### src/spf_pkg.sv
/*
  Constants and carrier types for the shared pin function select block.
  Assumes a single pclk domain and an APB register interface.
*/
`default_nettype none
package spf_pkg;

  // ==========================================================
  // register map (byte addresses, one word each)
  localparam int SPF_ADDR_W = 8;
  localparam int SPF_REG_W = 16;
  localparam logic [7:0] SPF_OFF_MUX = 8'h00;
  localparam logic [7:0] SPF_OFF_DIR_A = 8'h04;
  localparam logic [7:0] SPF_OFF_DIR_B = 8'h08;
  localparam logic [7:0] SPF_OFF_IRQ1 = 8'h0C;
  localparam logic [7:0] SPF_OFF_IRQ2 = 8'h10;
  localparam logic [7:0] SPF_OFF_ADC2 = 8'h14;
  localparam logic [7:0] SPF_OFF_CAP = 8'h18;
  localparam logic [7:0] SPF_OFF_PIN = 8'h1C;

  // ==========================================================
  // field positions
  localparam int SPF_MUX_CMP5_BIT = 5;
  localparam int SPF_MUX_CMP6_BIT = 6;
  localparam int SPF_MUX_CLK_BIT = 7;
  localparam int SPF_MUX_T2_BIT = 8;
  localparam int SPF_DIR_SHIFT = 8;
  localparam int SPF_PA5_BIT = 5;
  localparam int SPF_PA6_BIT = 6;
  localparam int SPF_PA7_BIT = 7;
  localparam int SPF_PB0_BIT = 0;
  localparam int SPF_EN_BIT = 0;
  localparam int SPF_FLAG_BIT = 15;
  localparam int SPF_CAP_EN_BIT = 15;
  localparam int SPF_CAP_EDGE_LO = 4;
  localparam int SPF_CAP_EDGE_HI = 5;
  localparam logic [15:0] SPF_RESET_WORD = 16'h0000;

  // ==========================================================
  // pin indices
  localparam int SPF_NUM_PINS = 4;
  localparam int SPF_PIN_CMP5 = 0;
  localparam int SPF_PIN_CMP6 = 1;
  localparam int SPF_PIN_T2 = 2;
  localparam int SPF_PIN_X2 = 3;

  // per-pad drive request
  typedef struct packed {
    logic dedicated;
    logic ded_value;
    logic dir_out;
    logic gpio_data;
  } spf_pad_type;

endpackage : spf_pkg
`default_nettype wire

### src/spf_pad_cell.sv
/*
  One pad driver: picks the dedicated output or the gpio bit.
  Assumes the request is stable per pclk cycle; pad wire resolved outside.
*/
`timescale 1ns/1ps
`default_nettype none
module spf_pad_cell
  import spf_pkg::*;
(
  input wire logic pclk,
  input wire logic presetn,
  input wire spf_pad_type req,
  output logic pad_out,
  output logic pad_oe_n
);

  // ==========================================================
  // registered driver, dedicated output overrides direction
  always_ff @(posedge pclk or negedge presetn) begin
    if (!presetn) begin
      pad_out <= 1'b0;
      pad_oe_n <= 1'b1;
    end else if (req.dedicated) begin
      pad_out <= req.ded_value;
      pad_oe_n <= 1'b0;
    end else begin
      pad_out <= req.gpio_data;
      pad_oe_n <= ~req.dir_out;
    end
  end

endmodule // spf_pad_cell
`default_nettype wire

### src/spf_pin_mux.sv
/*
  Function select for four shared pins, configured over APB.
  Assumes pad inputs synchronous to pclk and peripheral signals on pclk.
*/
`timescale 1ns/1ps
`default_nettype none

// Contract
// - each compare pin carries either its compare output or its gpio bit.
// - after reset the timer-2 pin is interrupt one or gpio, never pwm.
// - interrupt one reaches its logic only while its enable bit is set.
// - writing 1 to mux bit 8 drives the timer-2 pwm onto its pin.
// - interrupt one detection depends only on its own control register.
// - all four pins read as gpio inputs with no setup.
// - a pin drives as gpio output only once its direction bit says so.
// - the fourth pin can take several roles at a time after reset.
// - interrupt two uses the pin only while its enable bit is set.
// - the adc start trigger is taken only while its enable bit is set.
// - capture one uses the pin only while capture is configured.
// - writing 1 to mux bit 7 puts the cpu clock on the fourth pin.
// - with clock output selected, the fourth pin's inputs all see a constant 1.
module spf_pin_mux
  import spf_pkg::*;
(
  input wire logic pclk,
  input wire logic presetn,
  input wire logic psel,
  input wire logic penable,
  input wire logic pwrite,
  input wire logic [SPF_ADDR_W-1:0] paddr,
  input wire logic [31:0] pwdata,
  output logic [31:0] prdata,
  output logic pready,
  output logic pslverr,
  input wire logic compare_out_five,
  input wire logic compare_out_six,
  input wire logic timer2_pwm_out,
  input wire logic cpu_clock_output,
  input wire logic [SPF_NUM_PINS-1:0] pad_in,
  output logic [SPF_NUM_PINS-1:0] pad_out,
  output logic [SPF_NUM_PINS-1:0] pad_oe_n,
  output logic ext_irq_one,
  output logic ext_irq_two,
  output logic adc_start_trigger,
  output logic capture_in_one
);

  // ==========================================================
  // register state
  logic [SPF_REG_W-1:0] pin_mux_control_a;
  logic [SPF_REG_W-1:0] port_a_data_direction;
  logic [SPF_REG_W-1:0] port_b_data_direction;
  logic [SPF_REG_W-1:0] ext_irq_one_control;
  logic [SPF_REG_W-1:0] ext_irq_two_control;
  logic [SPF_REG_W-1:0] adc_control_two;
  logic [SPF_REG_W-1:0] capture_control;
  logic [SPF_NUM_PINS-1:0] pin_status;
  logic irq_one_flag;
  logic irq_two_flag;
  logic wr_en;
  logic rd_hit;
  logic [SPF_REG_W-1:0] next_rdata;
  logic sel_clk;
  logic irq_one_en;
  logic irq_two_en;
  logic soc_en;
  logic cap_en;
  logic next_irq_one;
  logic next_irq_two;
  logic next_soc;
  logic next_cap;
  logic first_cycle;
  spf_pad_type pad_req [SPF_NUM_PINS];

  // decode of a word address to a hit
  function automatic logic addr_hit(input logic [SPF_ADDR_W-1:0] a);
    unique case (a)
      SPF_OFF_MUX, SPF_OFF_DIR_A, SPF_OFF_DIR_B, SPF_OFF_IRQ1,
      SPF_OFF_IRQ2, SPF_OFF_ADC2, SPF_OFF_CAP, SPF_OFF_PIN: addr_hit = 1'b1;
      default: addr_hit = 1'b0;
    endcase
  endfunction

  // ==========================================================
  // apb slave, zero wait states
  assign pready = 1'b1;
  assign wr_en = psel & penable & pwrite;
  assign rd_hit = addr_hit(paddr);
  assign pslverr = psel & penable & ~rd_hit;

  // write path for control registers
  always_ff @(posedge pclk or negedge presetn) begin
    if (!presetn) begin
      pin_mux_control_a <= SPF_RESET_WORD;
      port_a_data_direction <= SPF_RESET_WORD;
      port_b_data_direction <= SPF_RESET_WORD;
      ext_irq_one_control <= SPF_RESET_WORD;
      ext_irq_two_control <= SPF_RESET_WORD;
      adc_control_two <= SPF_RESET_WORD;
      capture_control <= SPF_RESET_WORD;
    end else if (wr_en) begin
      unique case (paddr)
        SPF_OFF_MUX: pin_mux_control_a <= pwdata[SPF_REG_W-1:0];
        SPF_OFF_DIR_A: port_a_data_direction <= pwdata[SPF_REG_W-1:0];
        SPF_OFF_DIR_B: port_b_data_direction <= pwdata[SPF_REG_W-1:0];
        SPF_OFF_IRQ1: ext_irq_one_control <= pwdata[SPF_REG_W-1:0];
        SPF_OFF_IRQ2: ext_irq_two_control <= pwdata[SPF_REG_W-1:0];
        SPF_OFF_ADC2: adc_control_two <= pwdata[SPF_REG_W-1:0];
        SPF_OFF_CAP: capture_control <= pwdata[SPF_REG_W-1:0];
        default: ;
      endcase
    end
  end

  // read mux, flags show in bit 15 of the interrupt words
  always_comb begin
    next_rdata = SPF_RESET_WORD;
    unique case (paddr)
      SPF_OFF_MUX: next_rdata = pin_mux_control_a;
      SPF_OFF_DIR_A: next_rdata = port_a_data_direction;
      SPF_OFF_DIR_B: next_rdata = port_b_data_direction;
      SPF_OFF_IRQ1: begin
        next_rdata = ext_irq_one_control;
        next_rdata[SPF_FLAG_BIT] = irq_one_flag;
      end
      SPF_OFF_IRQ2: begin
        next_rdata = ext_irq_two_control;
        next_rdata[SPF_FLAG_BIT] = irq_two_flag;
      end
      SPF_OFF_ADC2: next_rdata = adc_control_two;
      SPF_OFF_CAP: next_rdata = capture_control;
      SPF_OFF_PIN: next_rdata = {{(SPF_REG_W-SPF_NUM_PINS){1'b0}},
                                 pin_status};
      default: next_rdata = SPF_RESET_WORD;
    endcase
  end
  assign prdata = {16'h0000, next_rdata};

  // ==========================================================
  // pad drive requests
  assign sel_clk = pin_mux_control_a[SPF_MUX_CLK_BIT];

  // compare pins: compare output or port a gpio
  assign pad_req[SPF_PIN_CMP5] = '{
    dedicated: pin_mux_control_a[SPF_MUX_CMP5_BIT],
    ded_value: compare_out_five,
    dir_out: port_a_data_direction[SPF_PA5_BIT + SPF_DIR_SHIFT],
    gpio_data: port_a_data_direction[SPF_PA5_BIT]};
  assign pad_req[SPF_PIN_CMP6] = '{
    dedicated: pin_mux_control_a[SPF_MUX_CMP6_BIT],
    ded_value: compare_out_six,
    dir_out: port_a_data_direction[SPF_PA6_BIT + SPF_DIR_SHIFT],
    gpio_data: port_a_data_direction[SPF_PA6_BIT]};

  // timer-2 pin: pwm when mux bit 8 set, else port b bit zero
  assign pad_req[SPF_PIN_T2] = '{
    dedicated: pin_mux_control_a[SPF_MUX_T2_BIT],
    ded_value: timer2_pwm_out,
    dir_out: port_b_data_direction[SPF_PB0_BIT + SPF_DIR_SHIFT],
    gpio_data: port_b_data_direction[SPF_PB0_BIT]};

  // fourth pin: cpu clock when mux bit 7 set, else port a bit seven
  assign pad_req[SPF_PIN_X2] = '{
    dedicated: sel_clk,
    ded_value: cpu_clock_output,
    dir_out: port_a_data_direction[SPF_PA7_BIT + SPF_DIR_SHIFT],
    gpio_data: port_a_data_direction[SPF_PA7_BIT]};

  // one driver per pin
  for (genvar g = 0; g < SPF_NUM_PINS; g++) begin : g_pad
    spf_pad_cell u_pad (
      .pclk(pclk),
      .presetn(presetn),
      .req(pad_req[g]),
      .pad_out(pad_out[g]),
      .pad_oe_n(pad_oe_n[g])
    );
  end

  // ==========================================================
  // input routing to peripherals, idle level is high
  assign irq_one_en = ext_irq_one_control[SPF_EN_BIT];
  assign irq_two_en = ext_irq_two_control[SPF_EN_BIT];
  assign soc_en = adc_control_two[SPF_EN_BIT];
  assign cap_en = capture_control[SPF_CAP_EN_BIT] &
                  (|capture_control[SPF_CAP_EDGE_HI:SPF_CAP_EDGE_LO]);

  // gating of each role; clock output forces the fourth-pin roles to 1
  always_comb begin
    next_irq_one = irq_one_en ? pad_in[SPF_PIN_T2] : 1'b1;
    next_irq_two = 1'b1;
    next_soc = 1'b1;
    next_cap = 1'b1;
    if (!sel_clk) begin
      next_irq_two = irq_two_en ? pad_in[SPF_PIN_X2] : 1'b1;
      next_soc = soc_en ? pad_in[SPF_PIN_X2] : 1'b1;
      next_cap = cap_en ? pad_in[SPF_PIN_X2] : 1'b1;
    end
  end

  // registered peripheral inputs and raw pin status
  always_ff @(posedge pclk or negedge presetn) begin
    if (!presetn) begin
      ext_irq_one <= 1'b1;
      ext_irq_two <= 1'b1;
      adc_start_trigger <= 1'b1;
      capture_in_one <= 1'b1;
      pin_status <= '0;
    end else begin
      ext_irq_one <= next_irq_one;
      ext_irq_two <= next_irq_two;
      adc_start_trigger <= next_soc;
      capture_in_one <= next_cap;
      pin_status <= pad_in;
    end
  end

  // falling-edge flags, write 1 clears, set wins over clear
  always_ff @(posedge pclk or negedge presetn) begin
    if (!presetn) begin
      irq_one_flag <= 1'b0;
      irq_two_flag <= 1'b0;
    end else begin
      if (ext_irq_one && !next_irq_one)
        irq_one_flag <= 1'b1;
      else if (wr_en && paddr == SPF_OFF_IRQ1 && pwdata[SPF_FLAG_BIT])
        irq_one_flag <= 1'b0;
      if (ext_irq_two && !next_irq_two)
        irq_two_flag <= 1'b1;
      else if (wr_en && paddr == SPF_OFF_IRQ2 && pwdata[SPF_FLAG_BIT])
        irq_two_flag <= 1'b0;
    end
  end

  // ==========================================================
  // checks
  always_ff @(posedge pclk or negedge presetn) begin
    if (!presetn)
      first_cycle <= 1'b1;
    else
      first_cycle <= 1'b0;
  end

  property p_cmp_five;
    @(posedge pclk) disable iff (!presetn)
    pin_mux_control_a[SPF_MUX_CMP5_BIT] |=>
      !pad_oe_n[SPF_PIN_CMP5] &&
      pad_out[SPF_PIN_CMP5] == $past(compare_out_five);
  endproperty
  a_cmp_five: assert property (p_cmp_five)
    else $error("compare five not on its pin");

  property p_reset_role;
    @(posedge pclk) disable iff (!presetn)
    first_cycle |-> pad_oe_n[SPF_PIN_T2] &&
      !pin_mux_control_a[SPF_MUX_T2_BIT];
  endproperty
  a_reset_role: assert property (p_reset_role)
    else $error("timer-2 pin driven right after reset");

  property p_irq_one_off;
    @(posedge pclk) disable iff (!presetn)
    !irq_one_en |=> ext_irq_one;
  endproperty
  a_irq_one_off: assert property (p_irq_one_off)
    else $error("interrupt one passed while disabled");

  property p_irq_one_mux_free;
    @(posedge pclk) disable iff (!presetn)
    irq_one_en |=> ext_irq_one == $past(pad_in[SPF_PIN_T2]);
  endproperty
  a_irq_one_mux_free: assert property (p_irq_one_mux_free)
    else $error("interrupt one not following pin");

  property p_t2_drive;
    @(posedge pclk) disable iff (!presetn)
    pin_mux_control_a[SPF_MUX_T2_BIT] |=> !pad_oe_n[SPF_PIN_T2] &&
      pad_out[SPF_PIN_T2] == $past(timer2_pwm_out);
  endproperty
  a_t2_drive: assert property (p_t2_drive)
    else $error("timer-2 pwm not driven");

  property p_pin_status;
    @(posedge pclk) disable iff (!presetn)
    !first_cycle |=> pin_status == $past(pad_in);
  endproperty
  a_pin_status: assert property (p_pin_status)
    else $error("pin status not tracking pads");

  property p_gpio_input;
    @(posedge pclk) disable iff (!presetn)
    !sel_clk && !port_a_data_direction[SPF_PA7_BIT + SPF_DIR_SHIFT]
      |=> pad_oe_n[SPF_PIN_X2];
  endproperty
  a_gpio_input: assert property (p_gpio_input)
    else $error("fourth pin driven as input");

  property p_irq_two_gate;
    @(posedge pclk) disable iff (!presetn)
    !sel_clk && irq_two_en |=> ext_irq_two == $past(pad_in[SPF_PIN_X2]);
  endproperty
  a_irq_two_gate: assert property (p_irq_two_gate)
    else $error("interrupt two not following pin");

  property p_soc_gate;
    @(posedge pclk) disable iff (!presetn)
    !soc_en |=> adc_start_trigger;
  endproperty
  a_soc_gate: assert property (p_soc_gate)
    else $error("adc trigger passed while disabled");

  property p_cap_gate;
    @(posedge pclk) disable iff (!presetn)
    !cap_en |=> capture_in_one;
  endproperty
  a_cap_gate: assert property (p_cap_gate)
    else $error("capture passed while unconfigured");

  property p_clk_out;
    @(posedge pclk) disable iff (!presetn)
    sel_clk |=> !pad_oe_n[SPF_PIN_X2] &&
      pad_out[SPF_PIN_X2] == $past(cpu_clock_output);
  endproperty
  a_clk_out: assert property (p_clk_out)
    else $error("clock not on fourth pin");

  property p_clk_forces_one;
    @(posedge pclk) disable iff (!presetn)
    sel_clk |=> ext_irq_two && adc_start_trigger && capture_in_one;
  endproperty
  a_clk_forces_one: assert property (p_clk_forces_one)
    else $error("inputs not forced high under clock output");

  property p_override;
    @(posedge pclk) disable iff (!presetn)
    pin_mux_control_a[SPF_MUX_CMP6_BIT] &&
      !port_a_data_direction[SPF_PA6_BIT + SPF_DIR_SHIFT]
      |=> !pad_oe_n[SPF_PIN_CMP6];
  endproperty
  a_override: assert property (p_override)
    else $error("dedicated output lost to direction bit");

endmodule // spf_pin_mux
`default_nettype wire

### config.mk
export PLATFORM = sky130hd
export DESIGN_NAME = spf_pin_mux
export DESIGN_NICKNAME = d
export VERILOG_FILES = /design/src/spf_pkg.sv /design/src/spf_pad_cell.sv /design/src/spf_pin_mux.sv
export SDC_FILE = /design/constraint.sdc
export NUM_CORES = 1
export LEC_CHECK = 0
export BUFFER_PORTS_ARGS = -buffer_cell sky130_fd_sc_hd__buf_2
export CAP_MARGIN = 0
export CELL_PAD_IN_SITES_DETAIL_PLACEMENT = 0
export CELL_PAD_IN_SITES_GLOBAL_PLACEMENT = 2
export CORE_MARGIN = 5
export CORE_UTILIZATION = 42
export DETAILED_ROUTE_END_ITERATION = 12
export PLACE_DENSITY = 0.82
export SLEW_MARGIN = 20
export SYNTH_ARGS = -nofsm -noshare
export SYNTH_HDL_FRONTEND = slang
export SYNTH_SLANG_ARGS = --single-unit
### constraint.sdc
create_clock -name pclk -period 4.2 [get_ports pclk]
set_input_delay 0.42 -clock pclk [delete_from_list [all_inputs] [get_ports pclk]]
set_output_delay 0.42 -clock pclk [all_outputs]
set_load 0.005 [all_outputs]
# Word-level counts from Yosys, hierarchy flattened
# Memory sizes are Yosys's and may differ from the RTL's.
# Cells that the tools add are included.
# Widths: inputs -> output; s select.
dict set report totals {
  register_bits 128
  rom_bits 32
  input_bits 53
  output_inout_bits 46
  elab_cells 80
  n_memories 1
}
# memory depth word_bits read_ports rd_clocked_by_memory_dff write_ports line
set memory_table {}
lappend memory_table {{(name not given)} 32 1 1 0 0 spf_pin_mux.sv:77} ;# unique case (a)
dict set report classes {
  eq_ne 7
  muxes 21
  bitwise_logic 9
  n_reduce_logical 20
}
# op count
set ops {}
lappend ops {{$pmux 16 s8} 1}
lappend ops {{$eq 8x5->1 const B} 4}
lappend ops {{$mux 1} 20}
lappend ops {{$eq 8x4->1 const B} 2}
lappend ops {{$reduce_and 2->1} 7}
lappend ops {{$eq 8x3->1 const B} 1}
lappend ops {{$logic_not 8->1} 1}
lappend ops {{$logic_and 1x1->1} 6}
lappend ops {{$not 1->1} 5}
lappend ops {{$and 1x1->1} 4}
lappend ops {{$reduce_bool 2->1} 2}
lappend ops {{$logic_not 3->1} 1}
lappend ops {{$logic_not 1->1} 2}
lappend ops {{$reduce_or 2->1} 1}

# Depth between registers and ports, before layout
dict set report logic_depth {
  ltp_word 6
  ltp_mapped 7
  depth_no_buf 4
}

# By module
# Synthesis repeated with hierarchy kept, for this count alone.
dict set report hier_totals {
  hier_cells 437
  area_unflattened_um2 6017.0
}
# mod instances cells_per_inst area_per_inst_um2 seq_area_each_um2
set by_module_without_submodules {}
lappend by_module_without_submodules {spf_pin_mux 1 421 5736.8 3007.9}
lappend by_module_without_submodules {spf_pad_cell 4 4 70.1 51.3}

# Least setup slack after synthesis
# OpenSTA, ideal clock, no wires.
dict set report synth_path {
  path_kind {in2out}
  startpoint {input port paddr[4]}
  endpoint {output port prdata[1]}
  t_arrival_ps 1586
  required_time_ps 3780
  path_slack_ps 2194
  stages 6
  n_path_buf 2
  cell_sequence {clkbuf_1 buf_2 mux2_2 a22oi_1 o22a_1 o21ai_0}
}
dict set report synth_via {
  elab_chain_len 2
  elab_cells_between_ends 9
  classes_between {eq/ne (7); mux (1); reduce/logical (1)}
}
# item line
set synth_rtl {}
lappend synth_rtl {{start, declared} spf_pin_mux.sv:30} ;# input wire logic [SPF_ADDR_W-1:0] paddr,
lappend synth_rtl {{$eq 8x5->1 (tied with other cells)} spf_pin_mux.sv:118} ;# unique case (paddr)
lappend synth_rtl {{$pmux 16 s8 (*)} spf_pin_mux.sv:118}
lappend synth_rtl {{end, declared} spf_pin_mux.sv:32} ;# output logic [31:0] prdata,
# Mark *: on every way between the ends. The rest lies on a longest branch, timed or not.

# Worst setup path after layout
dict set report layout_path {
  startpoint {input port paddr[3]}
  endpoint {output port prdata[4]}
}
# The elaborated chain is that of the path after synthesis.

==> results.md <==
- Worst Setup Path Type: input pin to output port
- TritonCTS clock tree: built
- Layout cell share with drive strength beyond 1: 47.51%
- Drt drc: 0
- CP Launch Type: input pin
- CTS buffer count: 17
- 1st-pass router iterations: 4
- Peak supply drop: 267.1 uV
- Hold slack: 0.08611 ns
- First-pass GRT wire length: 23.48 mm
- Clk buf depth: 2
- Slew Viols, Final: 0
- Die area: 16910 sq um
- Status: complete, no violations
- GRT Overall Usage: 18.65%
- M1 wire length: 6.421 mm
- Congestion Overflow GR: 0
- Most numerous cell on the critical path: buf_2
- Final Hold Viols: 0
- Vias in the first global route: 4276
- Post-CTS setup buffers: 0
- Leakage: 3.408 nW
- Fmax achieved: 360.0 MHz
- Worst-path cell chain: buf_2 -> nor4b_4 -> buf_4 -> a221oi_1 -> a21oi_1 -> o21a_1 -> buf_2
- TritonCTS sink count: 128
- Number of synthesized flops with an enable pin: 0
- Worst Tran Pin Value: 1.006 ns
- Slowest stage cell, crit path: nor4b_4
- Pwr Total: 2.888 mW
- Drt total wl: 14.96 mm
- Nets: 562
- CP Max Fanout: 30
- Core area: 13990 sq um
- Top sig layer: met4
- Unique cell type count in the Yosys netlist: 44
- Worst reg2reg path depth: 2
- Total of flip-flops plus latches after synthesis: 128
- Req. time, crit path: 3.78 ns
- Rows: 43
- Gpl congestion: 0.7658
- Ys async rst share: 100.0%
- WL met3: 880 microns
- Clk root buf: clkbuf_16
- Hold_buf cts: 0
- Register area share after synthesis: 53.09%
- Post-DP HPWL: 9.930 mm
- Initial antenna violation count: 0
- # H-tree levels: 4
- Period utilization: 66.15%
- First DRT Iteration DRCs: 184
- Ant diodes: 0
- Crit end category: output port
- Final Setup Violations: 0
- Final min period: 2.778 ns
- R2R setup slack: 3.22 ns
- Final ANT Viol Nets: 0
- IO buf count: 65
- Clock slew at reported path FFs: 0.06 ns
- PD cells: 413.1 nW/um^2
- Die H: 130.0 microns
- Gate Count Post-Synth: 449
- Worst skew pair latency: 0.41 ns
- Hold Crit Class: input pin to asynchronous set/reset pin
- Max_slew headroom: 32.93%
- Via count: 3947
- Die Width: 130.0 microns
- Crit Reg-Reg Endpoint: capture_in_one
- Routed vias/inst: 5.623
- Synthesized cell area: 6052 sq um
- Synth Area per Inst: 13.48 sq um
- Sum of negative setup slack: 0 ns
- Main synth FF type: dfrtp_1
- Area Growth Syn to Fin: 15.53%
- Worst r2r src: pin_mux_control_a[7]
- PostCTS Resize Cnt: 0
- Worst Skew: 0.003905 ns
- Ports: 99
- Initial core utilization: 43.26%
- Yosys warnings: 0
- Met2 WL: 7.307 mm
- CP max stage delay: 0.73 ns
- Crit path DAT: 2.36 ns
- WL per Instance: 21.31 microns
- Max Cap Viol: 0
- RSZ-0062 raised after global routing: false
- Pin count of the biggest net entering global routing: 59
## final cells by class
type	count	area, sq um
inverters	3	11.26
well taps	180	225.2
flip-flops and latches	128	3213
clock buffers	23	488.0
repair buffers	77	430.4
clock inverters	9	106.4
fillers	1236	6997
multi-input cells	282	2517
## synthesized netlist by cell type (8+ instances only)
| master | instances | area share, % |
|---|---|---|
| a21oi_1 | 16 | 1.3 |
| a22oi_1 | 23 | 2.9 |
| buf_4 | 30 | 3.7 |
| clkbuf_1 | 8 | 0.50 |
| dfrtp_1 | 120 | 50 |
| dfstp_2 | 8 | 3.5 |
| mux2_2 | 105 | 20 |
| mux2_4 | 19 | 4.7 |
| nand2_1 | 8 | 0.50 |
| nand3_1 | 11 | 0.91 |
| o21ai_0 | 9 | 0.74 |
## state kept, by name, indices dropped and copies added (netlist names), 4 cells and up
signal / cells
ext_irq_two_control: 15
pin_status: 4
port_b_data_direction: 16
port_a_data_direction: 16
ext_irq_one_control: 15
adc_control_two: 16
g_pad.u_pad.pad_out: 4
capture_control: 16
g_pad.u_pad.pad_oe_n: 4
pin_mux_control_a: 16
## where the power goes
part	leakage, nW	switching (mW)	total [mW]	internal (mW)
sequential	1.75	0.0126	1.27	1.26
clock	0.285	0.523	1.46	0.933
combinational	1.38	0.105	0.161	0.0559
total	3.41	0.641	2.89	2.25
## metal layers
layer	global-route usage, %	vias to the layer above
met1	23.58	2033
met2	29.90	127
li1	-	1755
met5	0	-
met3	5.813	32
met4	7.518	0
## cell usage in the layout, fill, tap and decap left out, drive strengths merged, types with 6 or more instances in the layout
master,count
a21oi,16
a221oi,7
a22oi,23
buf,77
clkbuf,23
conb,17
dfrtp,120
dfstp,8
mux2,124
nand2,9
nand3,12
nor2,7
nor3,6
o21a,7
o21ai,9
o22ai,7
## critical path, delay by kind of cell
family | cells | cell delay (ns)
AOI/OAI and AO/OA | 3 | 0.42
buffers and inverters | 3 | 0.76
and+or+nand+nor | 1 | 0.73
## logic make-up (layout without fill, tap and decap cells)
family,after synthesis,after routing,synth area share [%]
buffers and inverters,54,112,6.243
other,2,17,0.1241
AND/OR/NAND/NOR,52,52,5.686
multiplexers,128,128,24.91
flip-flops,128,128,53.09
AO/OA/AOI/OAI,85,85,9.944
## through the flow
| stage | utilization [%] | setup slack, ns | std cells | instance area [sq um] |
|---|---|---|---|---|
| after floorplan | - | 2.194 | 464 | 6108 |
| after global placement | 45.73 | 1.328 | 670 | 6397 |
| after CTS | 49.98 | 1.396 | 702 | 6992 |
| final | 49.98 | 1.422 | 702 | 6992 |
| after global routing | 49.98 | 1.276 | 702 | 6992 |
| after detailed placement | 45.73 | 1.307 | 670 | 6397 |
## worst max-delay path by stage
stage | from | to | slack (ns) | cells after the start
2_1_floorplan | paddr[4] | prdata[1] | 2.19 | 6
3_3_place_gp | paddr[3] | port_a_data_direction[8] | 1.33 | 6
3_5_place_dp | paddr[4] | port_b_data_direction[5] | 1.31 | 4
4_1_cts | paddr[3] | prdata[4] | 1.40 | 7
5_1_grt | paddr[3] | prdata[4] | 1.28 | 7
6_report | paddr[3] | prdata[4] | 1.42 | 7
Power figures use the tool's default switching activity.
